File: config.mk
export PLATFORM = sky130hd
export DESIGN_NAME = ledind_top
export DESIGN_NICKNAME = d
export VERILOG_FILES = /design/src/include/ledind_pkg.sv /design/src/hdl/ledind_cell.sv /design/src/hdl/ledind_top.sv
export SDC_FILE = /design/constraint.sdc
export NUM_CORES = 2
export LEC_CHECK = 0
export BUFFER_PORTS_ARGS = -buffer_cell sky130_fd_sc_hd__buf_4
export CORE_MARGIN = 8
export CORE_UTILIZATION = 55
export CTS_CLUSTER_DIAMETER = 100
export DETAILED_ROUTE_END_ITERATION = 16
export PLACE_DENSITY = 0.72
export SLEW_MARGIN = 20
export SYNTH_ARGS = -nofsm -noshare
export SYNTH_HDL_FRONTEND = slang
export SYNTH_SLANG_ARGS = --single-unit
File: constraint.sdc
create_clock -name aclk -period 3.55 [get_ports aclk]
set_input_delay 1.065 -clock aclk [delete_from_list [all_inputs] [get_ports aclk]]
set_output_delay 1.065 -clock aclk [all_outputs]
set_load 0.02 [all_outputs]
File: src/include/ledind_pkg.sv
// package for the led indicator logic: register map, colour codes, field layout
// assumes a 32-bit axi4-lite register bus and one 200 MHz clock
package ledind_pkg;

  // ---------------------------------------------------------------
  // sizes
  // ---------------------------------------------------------------
  localparam int unsigned NUM_LEDS   = 8;
  localparam int unsigned NUM_INPUTS = 5;
  localparam int unsigned SIG_W      = 32;   // status signals offered for assignment
  localparam int unsigned SEL_W      = 5;    // index into the status signal list

  // ---------------------------------------------------------------
  // timing
  // ---------------------------------------------------------------
  localparam int unsigned CLK_MHZ      = 200;
  localparam int unsigned BLINK_HALF_MS = 250;   // half period of the flash pattern
  localparam int unsigned BLINK_HALF_CYC = BLINK_HALF_MS * 1000 * CLK_MHZ;

  // ---------------------------------------------------------------
  // colour setting encodings
  // ---------------------------------------------------------------
  typedef enum logic [2:0] {
    LEDIND_OFF         = 3'h0,
    LEDIND_GREEN       = 3'h1,
    LEDIND_RED         = 3'h2,
    LEDIND_RED_FLASH   = 3'h3,
    LEDIND_GREEN_FLASH = 3'h4
  } ledind_colour_t;

  // per-led configuration word layout
  localparam int unsigned F_LATCH    = 0;
  localparam int unsigned F_ACT_LSB  = 4;
  localparam int unsigned F_INACT_LSB = 8;
  localparam int unsigned F_INV_LSB  = 12;
  localparam int unsigned F_ACK_LSB  = 24;
  localparam int unsigned COL_W      = 3;

  // per-led assignment word layout: five 5-bit selectors plus enables
  localparam int unsigned F_EN_LSB   = 25;

  // ---------------------------------------------------------------
  // register map (byte addresses)
  // ---------------------------------------------------------------
  localparam logic [7:0] ADDR_CFG_BASE = 8'h00;  // 8 words, one per led
  localparam logic [7:0] ADDR_ASG_BASE = 8'h20;  // 8 words, one per led
  localparam logic [7:0] ADDR_STATE    = 8'h40;  // read only led state
  localparam logic [7:0] ADDR_SIGS     = 8'h44;  // read only status inputs
  localparam logic [31:0] CFG_RESET    = 32'h0000_0000;
  localparam logic [31:0] ASG_RESET    = 32'h0000_0000;
  localparam logic [1:0]  RESP_OKAY    = 2'h0;
  localparam logic [1:0]  RESP_SLVERR  = 2'h2;

  // one led's settings as carried to the per-led cell
  typedef struct packed {
    logic [NUM_INPUTS-1:0]            en;
    logic [NUM_INPUTS-1:0][SEL_W-1:0] sel;
    logic [NUM_INPUTS-1:0]            inv;
    logic                             latch;
    logic [SEL_W-1:0]                 ack_sel;
    ledind_colour_t                   act_col;
    ledind_colour_t                   inact_col;
  } ledind_cfg_t;

  typedef struct packed {
    logic red;
    logic green;
  } ledind_drive_t;

endpackage

File: src/hdl/ledind_cell.sv
// one led: inversion, or function, latch with acknowledge, colour pick
// assumes status signals synchronous to aclk and a shared blink phase
`timescale 1ns/10ps
`default_nettype none

module ledind_cell (
  input  wire logic                              aclk,
  input  wire logic                              aresetn,
  input  wire ledind_pkg::ledind_cfg_t           cfg,
  input  wire logic [ledind_pkg::SIG_W-1:0]      sigs,
  input  wire logic                              blink,
  output var  ledind_pkg::ledind_drive_t         drive,
  output logic                                   state
);

  // ---------------------------------------------------------------
  // helpers
  // ---------------------------------------------------------------
  function automatic ledind_pkg::ledind_drive_t colour_drive(
    input ledind_pkg::ledind_colour_t c, input logic ph);
    ledind_pkg::ledind_drive_t d;
    d = '0;
    case (c)
      ledind_pkg::LEDIND_GREEN:       d.green = 1'b1;
      ledind_pkg::LEDIND_RED:         d.red   = 1'b1;
      ledind_pkg::LEDIND_RED_FLASH:   d.red   = ph;
      ledind_pkg::LEDIND_GREEN_FLASH: d.green = ph;
      default:                        d       = '0;
    endcase
    return d;
  endfunction

  logic                     or_now;
  logic                     held_ff;
  logic                     nxt_held;
  ledind_pkg::ledind_drive_t drive_ff;
  ledind_pkg::ledind_drive_t nxt_drive;

  // ---------------------------------------------------------------
  // or function over the assigned inputs
  // ---------------------------------------------------------------
  always_comb begin
    or_now = 1'b0;
    for (int i = 0; i < ledind_pkg::NUM_INPUTS; i++) begin
      if (cfg.en[i]) begin
        or_now = or_now | (sigs[cfg.sel[i]] ^ cfg.inv[i]);
      end
    end
  end

  // ---------------------------------------------------------------
  // latch and output colour
  // ---------------------------------------------------------------
  // ack only counts once the cause has gone, so a held-down ack cannot
  // mask a fault that is still present
  always_comb begin
    nxt_held = held_ff;
    if (!cfg.latch) begin
      nxt_held = 1'b0;
    end else if (or_now) begin
      nxt_held = 1'b1;
    end else if (sigs[cfg.ack_sel]) begin
      nxt_held = 1'b0;
    end
    if (or_now || (cfg.latch && held_ff)) begin
      nxt_drive = colour_drive(cfg.act_col, blink);
    end else begin
      nxt_drive = colour_drive(cfg.inact_col, blink);
    end
  end

  always_ff @(posedge aclk) begin
    if (!aresetn) begin
      held_ff  <= 1'b0;
      drive_ff <= '0;
    end else begin
      held_ff  <= nxt_held;
      drive_ff <= nxt_drive;
    end
  end

  assign drive = drive_ff;
  assign state = or_now | held_ff;

endmodule // ledind_cell

`default_nettype wire

File: src/hdl/ledind_top.sv
// led indicator logic: axi4-lite register file, blink divider, led cells
// assumes status signals synchronous to aclk; led drivers take red/green levels
`timescale 1ns/10ps
`default_nettype none

// Notes on behaviour
// - true or result shows active colour
// - false or result shows inactive colour
// - each input has own inversion option
// - latch keeps active indication until acknowledged
// - acknowledge clears only once cause gone
// - acknowledge selection unused without latch
// - colours: green, red, flashes, off
module ledind_top #(
  parameter int unsigned BLINK_HALF = ledind_pkg::BLINK_HALF_CYC
) (
  input  wire logic                                    aclk,
  input  wire logic                                    aresetn,
  input  wire logic [7:0]                              s_axi_awaddr,
  input  wire logic                                    s_axi_awvalid,
  output logic                                         s_axi_awready,
  input  wire logic [31:0]                             s_axi_wdata,
  input  wire logic [3:0]                              s_axi_wstrb,
  input  wire logic                                    s_axi_wvalid,
  output logic                                         s_axi_wready,
  output logic [1:0]                                   s_axi_bresp,
  output logic                                         s_axi_bvalid,
  input  wire logic                                    s_axi_bready,
  input  wire logic [7:0]                              s_axi_araddr,
  input  wire logic                                    s_axi_arvalid,
  output logic                                         s_axi_arready,
  output logic [31:0]                                  s_axi_rdata,
  output logic [1:0]                                   s_axi_rresp,
  output logic                                         s_axi_rvalid,
  input  wire logic                                    s_axi_rready,
  input  wire logic [ledind_pkg::SIG_W-1:0]            status_sigs,
  output var  ledind_pkg::ledind_drive_t [ledind_pkg::NUM_LEDS-1:0] led_drive
);

  localparam int unsigned N = ledind_pkg::NUM_LEDS;

  // ---------------------------------------------------------------
  // state
  // ---------------------------------------------------------------
  logic [N-1:0][31:0] cfg_ff,   nxt_cfg;
  logic [N-1:0][31:0] asg_ff,   nxt_asg;
  logic [31:0]        bcnt_ff,  nxt_bcnt;
  logic               blink_ff, nxt_blink;
  logic               aw_ff,    nxt_aw;
  logic               w_ff,     nxt_w;
  logic [7:0]         awa_ff,   nxt_awa;
  logic [31:0]        wd_ff,    nxt_wd;
  logic [3:0]         ws_ff,    nxt_ws;
  logic               bv_ff,    nxt_bv;
  logic [1:0]         br_ff,    nxt_br;
  logic               rv_ff,    nxt_rv;
  logic [31:0]        rd_ff,    nxt_rd;
  logic [1:0]         rr_ff,    nxt_rr;
  logic [N-1:0]       led_state;
  ledind_pkg::ledind_cfg_t [N-1:0] cell_cfg;

  function automatic logic [31:0] merge(input logic [31:0] old, input logic [31:0] d,
                                        input logic [3:0] s);
    logic [31:0] r;
    r = old;
    for (int b = 0; b < 4; b++) begin
      if (s[b]) r[b*8 +: 8] = d[b*8 +: 8];
    end
    return r;
  endfunction

  // unmapped or unaligned addresses answer slverr
  function automatic logic addr_ok(input logic [7:0] a);
    return (a[1:0] == 2'h0) && (a <= ledind_pkg::ADDR_SIGS);
  endfunction

  // ---------------------------------------------------------------
  // blink divider
  // ---------------------------------------------------------------
  // one shared phase keeps all flashing leds in step
  always_comb begin
    nxt_bcnt  = bcnt_ff + 32'h1;
    nxt_blink = blink_ff;
    if (bcnt_ff >= 32'(BLINK_HALF - 1)) begin
      nxt_bcnt  = 32'h0;
      nxt_blink = ~blink_ff;
    end
  end

  // ---------------------------------------------------------------
  // axi4-lite slave
  // ---------------------------------------------------------------
  // address and data are captured independently, write fires once both held
  always_comb begin
    nxt_cfg = cfg_ff;
    nxt_asg = asg_ff;
    nxt_aw  = aw_ff;
    nxt_w   = w_ff;
    nxt_awa = awa_ff;
    nxt_wd  = wd_ff;
    nxt_ws  = ws_ff;
    nxt_bv  = bv_ff;
    nxt_br  = br_ff;
    nxt_rv  = rv_ff;
    nxt_rd  = rd_ff;
    nxt_rr  = rr_ff;
    if (s_axi_awvalid && s_axi_awready) begin
      nxt_aw  = 1'b1;
      nxt_awa = s_axi_awaddr;
    end
    if (s_axi_wvalid && s_axi_wready) begin
      nxt_w  = 1'b1;
      nxt_wd = s_axi_wdata;
      nxt_ws = s_axi_wstrb;
    end
    if (s_axi_bvalid && s_axi_bready) begin
      nxt_bv = 1'b0;
    end
    if (aw_ff && w_ff && !bv_ff) begin
      nxt_aw = 1'b0;
      nxt_w  = 1'b0;
      nxt_bv = 1'b1;
      nxt_br = addr_ok(awa_ff) ? ledind_pkg::RESP_OKAY : ledind_pkg::RESP_SLVERR;
      if (awa_ff[1:0] == 2'h0 && awa_ff < ledind_pkg::ADDR_ASG_BASE) begin
        nxt_cfg[awa_ff[4:2]] = merge(cfg_ff[awa_ff[4:2]], wd_ff, ws_ff);
      end else if (awa_ff[1:0] == 2'h0 && awa_ff < ledind_pkg::ADDR_STATE) begin
        nxt_asg[awa_ff[4:2]] = merge(asg_ff[awa_ff[4:2]], wd_ff, ws_ff);
      end
    end
    if (s_axi_rvalid && s_axi_rready) begin
      nxt_rv = 1'b0;
    end
    if (s_axi_arvalid && s_axi_arready) begin
      nxt_rv = 1'b1;
      nxt_rr = addr_ok(s_axi_araddr) ? ledind_pkg::RESP_OKAY : ledind_pkg::RESP_SLVERR;
      nxt_rd = 32'h0;
      if (!addr_ok(s_axi_araddr)) begin
        nxt_rd = 32'h0;
      end else if (s_axi_araddr < ledind_pkg::ADDR_ASG_BASE) begin
        nxt_rd = cfg_ff[s_axi_araddr[4:2]];
      end else if (s_axi_araddr < ledind_pkg::ADDR_STATE) begin
        nxt_rd = asg_ff[s_axi_araddr[4:2]];
      end else if (s_axi_araddr == ledind_pkg::ADDR_STATE) begin
        nxt_rd = {24'h0, led_state};
      end else begin
        nxt_rd = status_sigs;
      end
    end
  end

  always_ff @(posedge aclk) begin
    if (!aresetn) begin
      cfg_ff   <= {N{ledind_pkg::CFG_RESET}};
      asg_ff   <= {N{ledind_pkg::ASG_RESET}};
      bcnt_ff  <= 32'h0;
      blink_ff <= 1'b0;
      aw_ff    <= 1'b0;
      w_ff     <= 1'b0;
      awa_ff   <= 8'h0;
      wd_ff    <= 32'h0;
      ws_ff    <= 4'h0;
      bv_ff    <= 1'b0;
      br_ff    <= 2'h0;
      rv_ff    <= 1'b0;
      rd_ff    <= 32'h0;
      rr_ff    <= 2'h0;
    end else begin
      cfg_ff   <= nxt_cfg;
      asg_ff   <= nxt_asg;
      bcnt_ff  <= nxt_bcnt;
      blink_ff <= nxt_blink;
      aw_ff    <= nxt_aw;
      w_ff     <= nxt_w;
      awa_ff   <= nxt_awa;
      wd_ff    <= nxt_wd;
      ws_ff    <= nxt_ws;
      bv_ff    <= nxt_bv;
      br_ff    <= nxt_br;
      rv_ff    <= nxt_rv;
      rd_ff    <= nxt_rd;
      rr_ff    <= nxt_rr;
    end
  end

  assign s_axi_awready = !aw_ff && !bv_ff;
  assign s_axi_wready  = !w_ff && !bv_ff;
  assign s_axi_bvalid  = bv_ff;
  assign s_axi_bresp   = br_ff;
  assign s_axi_arready = !rv_ff;
  assign s_axi_rvalid  = rv_ff;
  assign s_axi_rdata   = rd_ff;
  assign s_axi_rresp   = rr_ff;

  // ---------------------------------------------------------------
  // led cells
  // ---------------------------------------------------------------
  for (genvar g = 0; g < N; g++) begin : g_led
    always_comb begin
      cell_cfg[g].latch     = cfg_ff[g][ledind_pkg::F_LATCH];
      cell_cfg[g].act_col   = ledind_pkg::ledind_colour_t'(
                                cfg_ff[g][ledind_pkg::F_ACT_LSB +: ledind_pkg::COL_W]);
      cell_cfg[g].inact_col = ledind_pkg::ledind_colour_t'(
                                cfg_ff[g][ledind_pkg::F_INACT_LSB +: ledind_pkg::COL_W]);
      cell_cfg[g].inv       = cfg_ff[g][ledind_pkg::F_INV_LSB +: ledind_pkg::NUM_INPUTS];
      cell_cfg[g].ack_sel   = cfg_ff[g][ledind_pkg::F_ACK_LSB +: ledind_pkg::SEL_W];
      cell_cfg[g].en        = asg_ff[g][ledind_pkg::F_EN_LSB +: ledind_pkg::NUM_INPUTS];
      for (int i = 0; i < ledind_pkg::NUM_INPUTS; i++) begin
        cell_cfg[g].sel[i]  = asg_ff[g][i*ledind_pkg::SEL_W +: ledind_pkg::SEL_W];
      end
    end

    ledind_cell u_cell (
      .aclk    (aclk),
      .aresetn (aresetn),
      .cfg     (cell_cfg[g]),
      .sigs    (status_sigs),
      .blink   (blink_ff),
      .drive   (led_drive[g]),
      .state   (led_state[g])
    );
  end

endmodule // ledind_top

`default_nettype wire

**Yosys cells after proc, flatten, opt, wreduce, memory -nomap -nowiden**

Index checks and enable logic that the tools add are counted.

- Flip-flop bits (word level): 653
- Logic and storage cells: 559

- Add/subtract/negate cells: 1
- Magnitude comparators: 58
- Equal/unequal tests: 65
- Mux-type cells: 242
- Bitwise gates (word level): 83
- Reduce and logical (&&, ||, !) cells: 58

Operator list:

| operator | count |
|---|---|
| $bwmux W256 | 2 |
| $bmux W32 S3 | 4 |
| $lt A5 B6 Y1 const B | 48 |
| $mux W32 | 9 |
| $bmux W1 S5 | 48 |
| $mux W8 | 28 |
| $mux W1 | 108 |
| $demux W32 S3 | 1 |
| $eq A3 B2 Y1 const B | 32 |
| $pmux W1 S2 | 32 |
| $eq A3 B1 Y1 const B | 16 |
| $eq A3 B3 Y1 const B | 16 |
| $or A1 B1 Y1 | 40 |
| $xor A1 B1 Y1 | 40 |
| $add A32 B1 Y32 const B | 1 |
| $ge A32 B26 Y1 const B | 1 |
| $logic_and A1 B1 Y1 | 22 |
| $mux W2 | 10 |
| $reduce_bool A2 Y1 | 10 |
| $reduce_and A2 Y1 | 9 |
| $le A8 B7 Y1 const B | 2 |
| $lt A8 B6 Y1 const B | 2 |
| $lt A8 B7 Y1 const B | 2 |
| $eq A8 B7 Y1 const B | 1 |
| other kinds (8) | 23 |

**Logic depth before layout (Yosys ltp)**

- Depth in word-level cells: 17
- Gate-level depth with buffers: 13

**By module**

Synthesis repeated with hierarchy kept, for this count alone.

- Cells, all modules: 4637
- Area total of the unflattened synthesis: 45864.0 µm²

Modules (own cells, without submodules):

| module | times used | cells each | area each (µm²) |
|---|---|---|---|
| ledind_top | 1 | 2895 | 29425.7 |
| ledind_cell (g_led[0].u_cell ...) | 6 | 221 | 2065.7 |
| ledind_cell (g_led[6].u_cell ...) | 2 | 208 | 2021.9 |

**Worst setup path before layout**

No wires, ideal clock.

- Path type: input port to flip-flop
- Start: input port s_axi_araddr[2]
- End: register rd_ff[18], in the netlist s_axi_rdata[18]
- Setup time: 0.132 ns
- Data arrival time: 3.115 ns
- Data required time: 3.418 ns
- Path slack: 0.303 ns
- Cell stages on the path: 7
- Buffers on the path: 3
- Cell sequence: clkbuf_1 -> buf_1 -> buf_1 -> mux4_2 -> mux2_2 -> o21ai_0 -> a21oi_1

- Longest elaborated chain between the ends: 5
- Elaborated cells on any way between the ends: 13

RTL lines:

| what | RTL line | RTL |
|---|---|---|
| start, declared | ledind_top.sv:29 | `input wire logic [7:0] s_axi_araddr,` |
| parallel branches: the longest is 4 deep, another holds $lt A8 B7 Y1 | n/a |  |
| $mux W32 * | ledind_top.sv:137 | `if (!addr_ok(s_axi_araddr)) begin` |
| end signal, assigned | ledind_top.sv:180 | `rd_ff <= nxt_rd;` |
| end, declared | ledind_top.sv:57 | `logic [31:0] rd_ff, nxt_rd;` |

Mark *: on every way between the ends. The select of a mux whose other input is x is not followed.
A chain may end at the register's enable or synchronous reset.

**Worst setup path in the final report**

- Start: register asg_ff[70] (netlist name)
- End: register g_led[2].u_cell.drive_ff, in the netlist g_led[2].u_cell.drive[0]

- Longest elaborated chain between the ends: 13

RTL lines:

| what | RTL line | RTL |
|---|---|---|
| start, declared | ledind_top.sv:46 | `logic [N-1:0][31:0] asg_ff, nxt_asg;` |
| start signal, assigned | ledind_top.sv:154 | `asg_ff <= {N{ledind_pkg::ASG_RESET}};` |
| start signal, assigned | ledind_top.sv:169 | `asg_ff <= nxt_asg;` |
| $bmux W1 S5 * | ledind_cell.sv:46 | `or_now = or_now \| (sigs[cfg.sel[i]] ^ cfg.inv[i]);` |
| $mux W1 (implied by the code) * | ledind_cell.sv:46 |  |
| $xor A1 B1 Y1 * | ledind_cell.sv:46 |  |
| $or A1 B1 Y1 * | ledind_cell.sv:46 |  |
| $mux W1 * | ledind_cell.sv:45 | `if (cfg.en[i]) begin` |
| $or A1 B1 Y1 | ledind_cell.sv:46 |  |
| $mux W1 * | ledind_cell.sv:45 |  |
| $or A1 B1 Y1 | ledind_cell.sv:46 |  |
| $mux W1 * | ledind_cell.sv:45 |  |
| $or A1 B1 Y1 | ledind_cell.sv:46 |  |
| $mux W1 * | ledind_cell.sv:45 |  |
| $logic_or A1 B1 Y1 * | ledind_cell.sv:65 | `if (or_now \|\| (cfg.latch && held_ff)) begin` |
| $mux W2 * | ledind_cell.sv:65 |  |
| end signal, assigned | ledind_cell.sv:78 | `drive_ff <= nxt_drive;` |
| end, declared | ledind_cell.sv:36 | `ledind_pkg::ledind_drive_t drive_ff;` |

Mark *: on every way between the ends. The rest lies on a longest branch, timed or not. The select of a mux whose other input is x is not followed.

==> run summary <==
Hold-critical path depth - 2
Cell Rows - 106
Critical path endpoint category - flip-flop
Via Count - 45,200
Worst-Skew Late Latency - 670 ps
H-Tree Depth - 3
Fin Clk Skew - 54.7 ps
Top_reg_cell synth - dfxtp_1
Synthesized cell area - 46,300 µm²
Reg2reg setup slack - 50 ps
Root buffer cell - clkbuf_16
Die span in y - 306 µm
Final hold violations - 0
Synth unique cells - 52
Period utilisation layout - 0.985
Maximum VDD drop - 0.354 mV
Routed WL - 191,000 µm
Synthesis-to-layout area growth - 15.8%
Post-CTS Setup Bufs - 0
Initial antenna violation count - 5
Tot GR Track Use - 0.391
Syn avg cell area - 8.84 µm²
Startpoint Class - flip-flop
Share of cells above drive strength 1 - 0.243
Status - completed
Post-synth EDFFs - 0
Multi-input logic area - 31,000 µm²
Measured slew at the worst slew-check pin - 1050 ps
Post-DP HPWL - 135,000 µm
Register area share after synthesis - 0.281
Critical path, cell by cell - buf_4, mux2i_1, a22oi_1, nand4_1, o22ai_1, a211oi_2, buf_4, xnor2_1, a221oi_1, buf_4, nand2_1, or3_1, a21oi_1
Ys Warns - 0
Critical path's slowest cell - dfxtp_1
Crit-path most repeated cell - buf_4
Die Width - 306 µm
Drt first pass iters - 8
DP Area - 51,000 µm²
Worst min path class - flip-flop to flip-flop
Max Root-Sink Buffers - 3
Port Buffers - 145
Critical-path maximum fanout - 13
Core area - 83,600 µm²
Ports - 148
Layout fillers - 6,920
Vias in the first global route - 42,800
FMAX - 286 MHz
Critical path buffers and inverters - 3
Power per cell area - 341 nW/µm²
Grt ovf - 0
Num CTS Buffers - 76
Hold Path End - s_axi_rdata[26]
Max Cap Violations - 0
Clock Sinks - 651
Initial Util - 0.555
Crit path required time - 4120 ps
Final ANT Viol Nets - 0
Setup Viol. Count Final - 0
Layout net count - 5,461
CTS tree - done
Max incr delay on CP - 620 ps
RSZ-0062 raised after global routing - no
Pin count of the biggest net entering global routing - 136
WHS - 453 ps
Die area - 93,800 µm²
Rel. slew slack - 0.296
Leakage - 17.9 nW
WP data arrival - 4070 ps
Commonest non-fill, non-tap cells in the layout - nor2_1, a21oi_1, dfxtp_1, buf_4, mux2i_1
Clock transition at the registers of the reported paths - 60 ps
Top delay family on crit path - compound AO/OA/AOI/OAI gates
DR DRC count - 0
Critical path class - flip-flop to flip-flop
DR vias/cell - 6.94
First-pass GRT wire length - 281,000 µm
Synth Instances - 5,244
Final slew viol count - 0
Routability cong. - 1.03
Wirelength per Cell - 29.3 µm
Synth Register Bits - 651
R2R Path Start - asg_ff[70]
Async S/R FF share, synth - 0
Reg area - 13,100 µm²
Hold path startpoint - s_axi_rdata[26]
Worst-case reg-to-reg path depth - 13
Most common cell after layout, fill and taps aside - nor2_1
Minimum clock period - 3500 ps
Reg2reg end - g_led[2].u_cell.drive[0]
Post-layout util - 0.642
Finished layout cell area - 53,700 µm²
Detailed router's first-iteration violation count - 6,613
-- sequential cells by signal, summed over array words and instances (netlist names), 4 cells and up --
name                  flops
awa_ff                    8
g_led.u_cell.held_ff      8
wd_ff                    32
cfg_ff                  120
cell_cfg                136
s_axi_rdata              32
bcnt_ff                  32
asg_ff                  256
ws_ff                     4
g_led.u_cell.drive       16
-- power by group --
part | leakage, nW | internal (mW) | switching, mW
clock | 1.29 | 4.77 | 3.59
sequential | 5.26 | 7.35 | 0.0961
combinational | 11.4 | 0.971 | 1.54
-- metal layers --
metal	part of all wire	routed length, µm	GRT usage
met3	0.14	25900	0.121
met4	0.073	14000	0.228
met5	0.00017	33	0
met1	0.37	70000	0.502
met2	0.42	80900	0.582
-- timing repair --
| action | in CTS | in global routing |
|---|---|---|
| gates resized for setup | 2 | 16 |
| hold buffers | 0 | 0 |
| endpoints found under the setup margin | 5 | 15 |
-- logic make-up after synthesis --
group                    Yosys count  synth area share
adder cells (fa/ha/maj)            1          0.000270
AO/OA/AOI/OAI                   1091             0.140
multiplexers                    1030             0.344
AND/OR/NAND/NOR                 1823             0.172
other                              1         0.0000809
buffers and inverters            587            0.0514
flip-flops                       651             0.281
XOR/XNOR                          60            0.0113
-- worst reg2reg max path, stage by stage (launching register included) --
cell and delay, ps:
dfxtp_1 620, buf_4 270, mux2i_1 480, a22oi_1 170, nand4_1 120, o22ai_1 100
a211oi_2 220, buf_4 190, xnor2_1 160, a221oi_1 330, buf_4 180, nand2_1 100
or3_1 330, a21oi_1 130
-- metrics by stage --
step	TNS (ps)	total power [mW]	std cells	worst slack, ps
floorplan	0	8.86	5251	303
global placement	-8960	10.0	6371	-554
detailed placement	-9680	10.0	6371	-581
CTS	0	18.2	6509	43.9
global route	0	18.7	6509	9.10
finish	0	18.3	6512	54.8
-- worst max-delay path by stage --
stage | from | end | cells past startpoint
6_report | asg_ff[70] | g_led[2].u_cell.drive[0] | 13
5_1_grt | status_sigs[16] | g_led[6].u_cell.drive[0] | 13
4_1_cts | status_sigs[16] | g_led[4].u_cell.drive[0] | 12
3_5_place_dp | status_sigs[16] | g_led[4].u_cell.drive[0] | 12
3_3_place_gp | status_sigs[16] | g_led[4].u_cell.drive[0] | 12
2_1_floorplan | s_axi_araddr[2] | s_axi_rdata[18] | 7
-- area by class of cell --
cell class / instances / area share
antenna: 3 / 0.000140
clock buffer: 95 / 0.0390
clock inverter: 43 / 0.0107
inverter: 17 / 0.00133
multi-input combinational: 4013 / 0.578
sequential: 651 / 0.243
tap: 1080 / 0.0252
timing repair buffer: 610 / 0.102
-- cell usage after synthesis, types with 60 or more instances --
library cell / count / area share
mux2_2: 88 / 0.021
nand3_1: 100 / 0.011
a22oi_1: 99 / 0.016
a21oi_1: 670 / 0.072
dfxtp_1: 651 / 0.28
mux2i_1: 500 / 0.11
nor2_1: 1123 / 0.091
buf_2: 92 / 0.0099
o21ai_1: 66 / 0.0071
nand2_1: 258 / 0.021
nor2b_1: 121 / 0.016
clkbuf_1: 415 / 0.034
nand2b_1: 60 / 0.0081
mux4_2: 442 / 0.21
(Power assumes the default switching activity.)
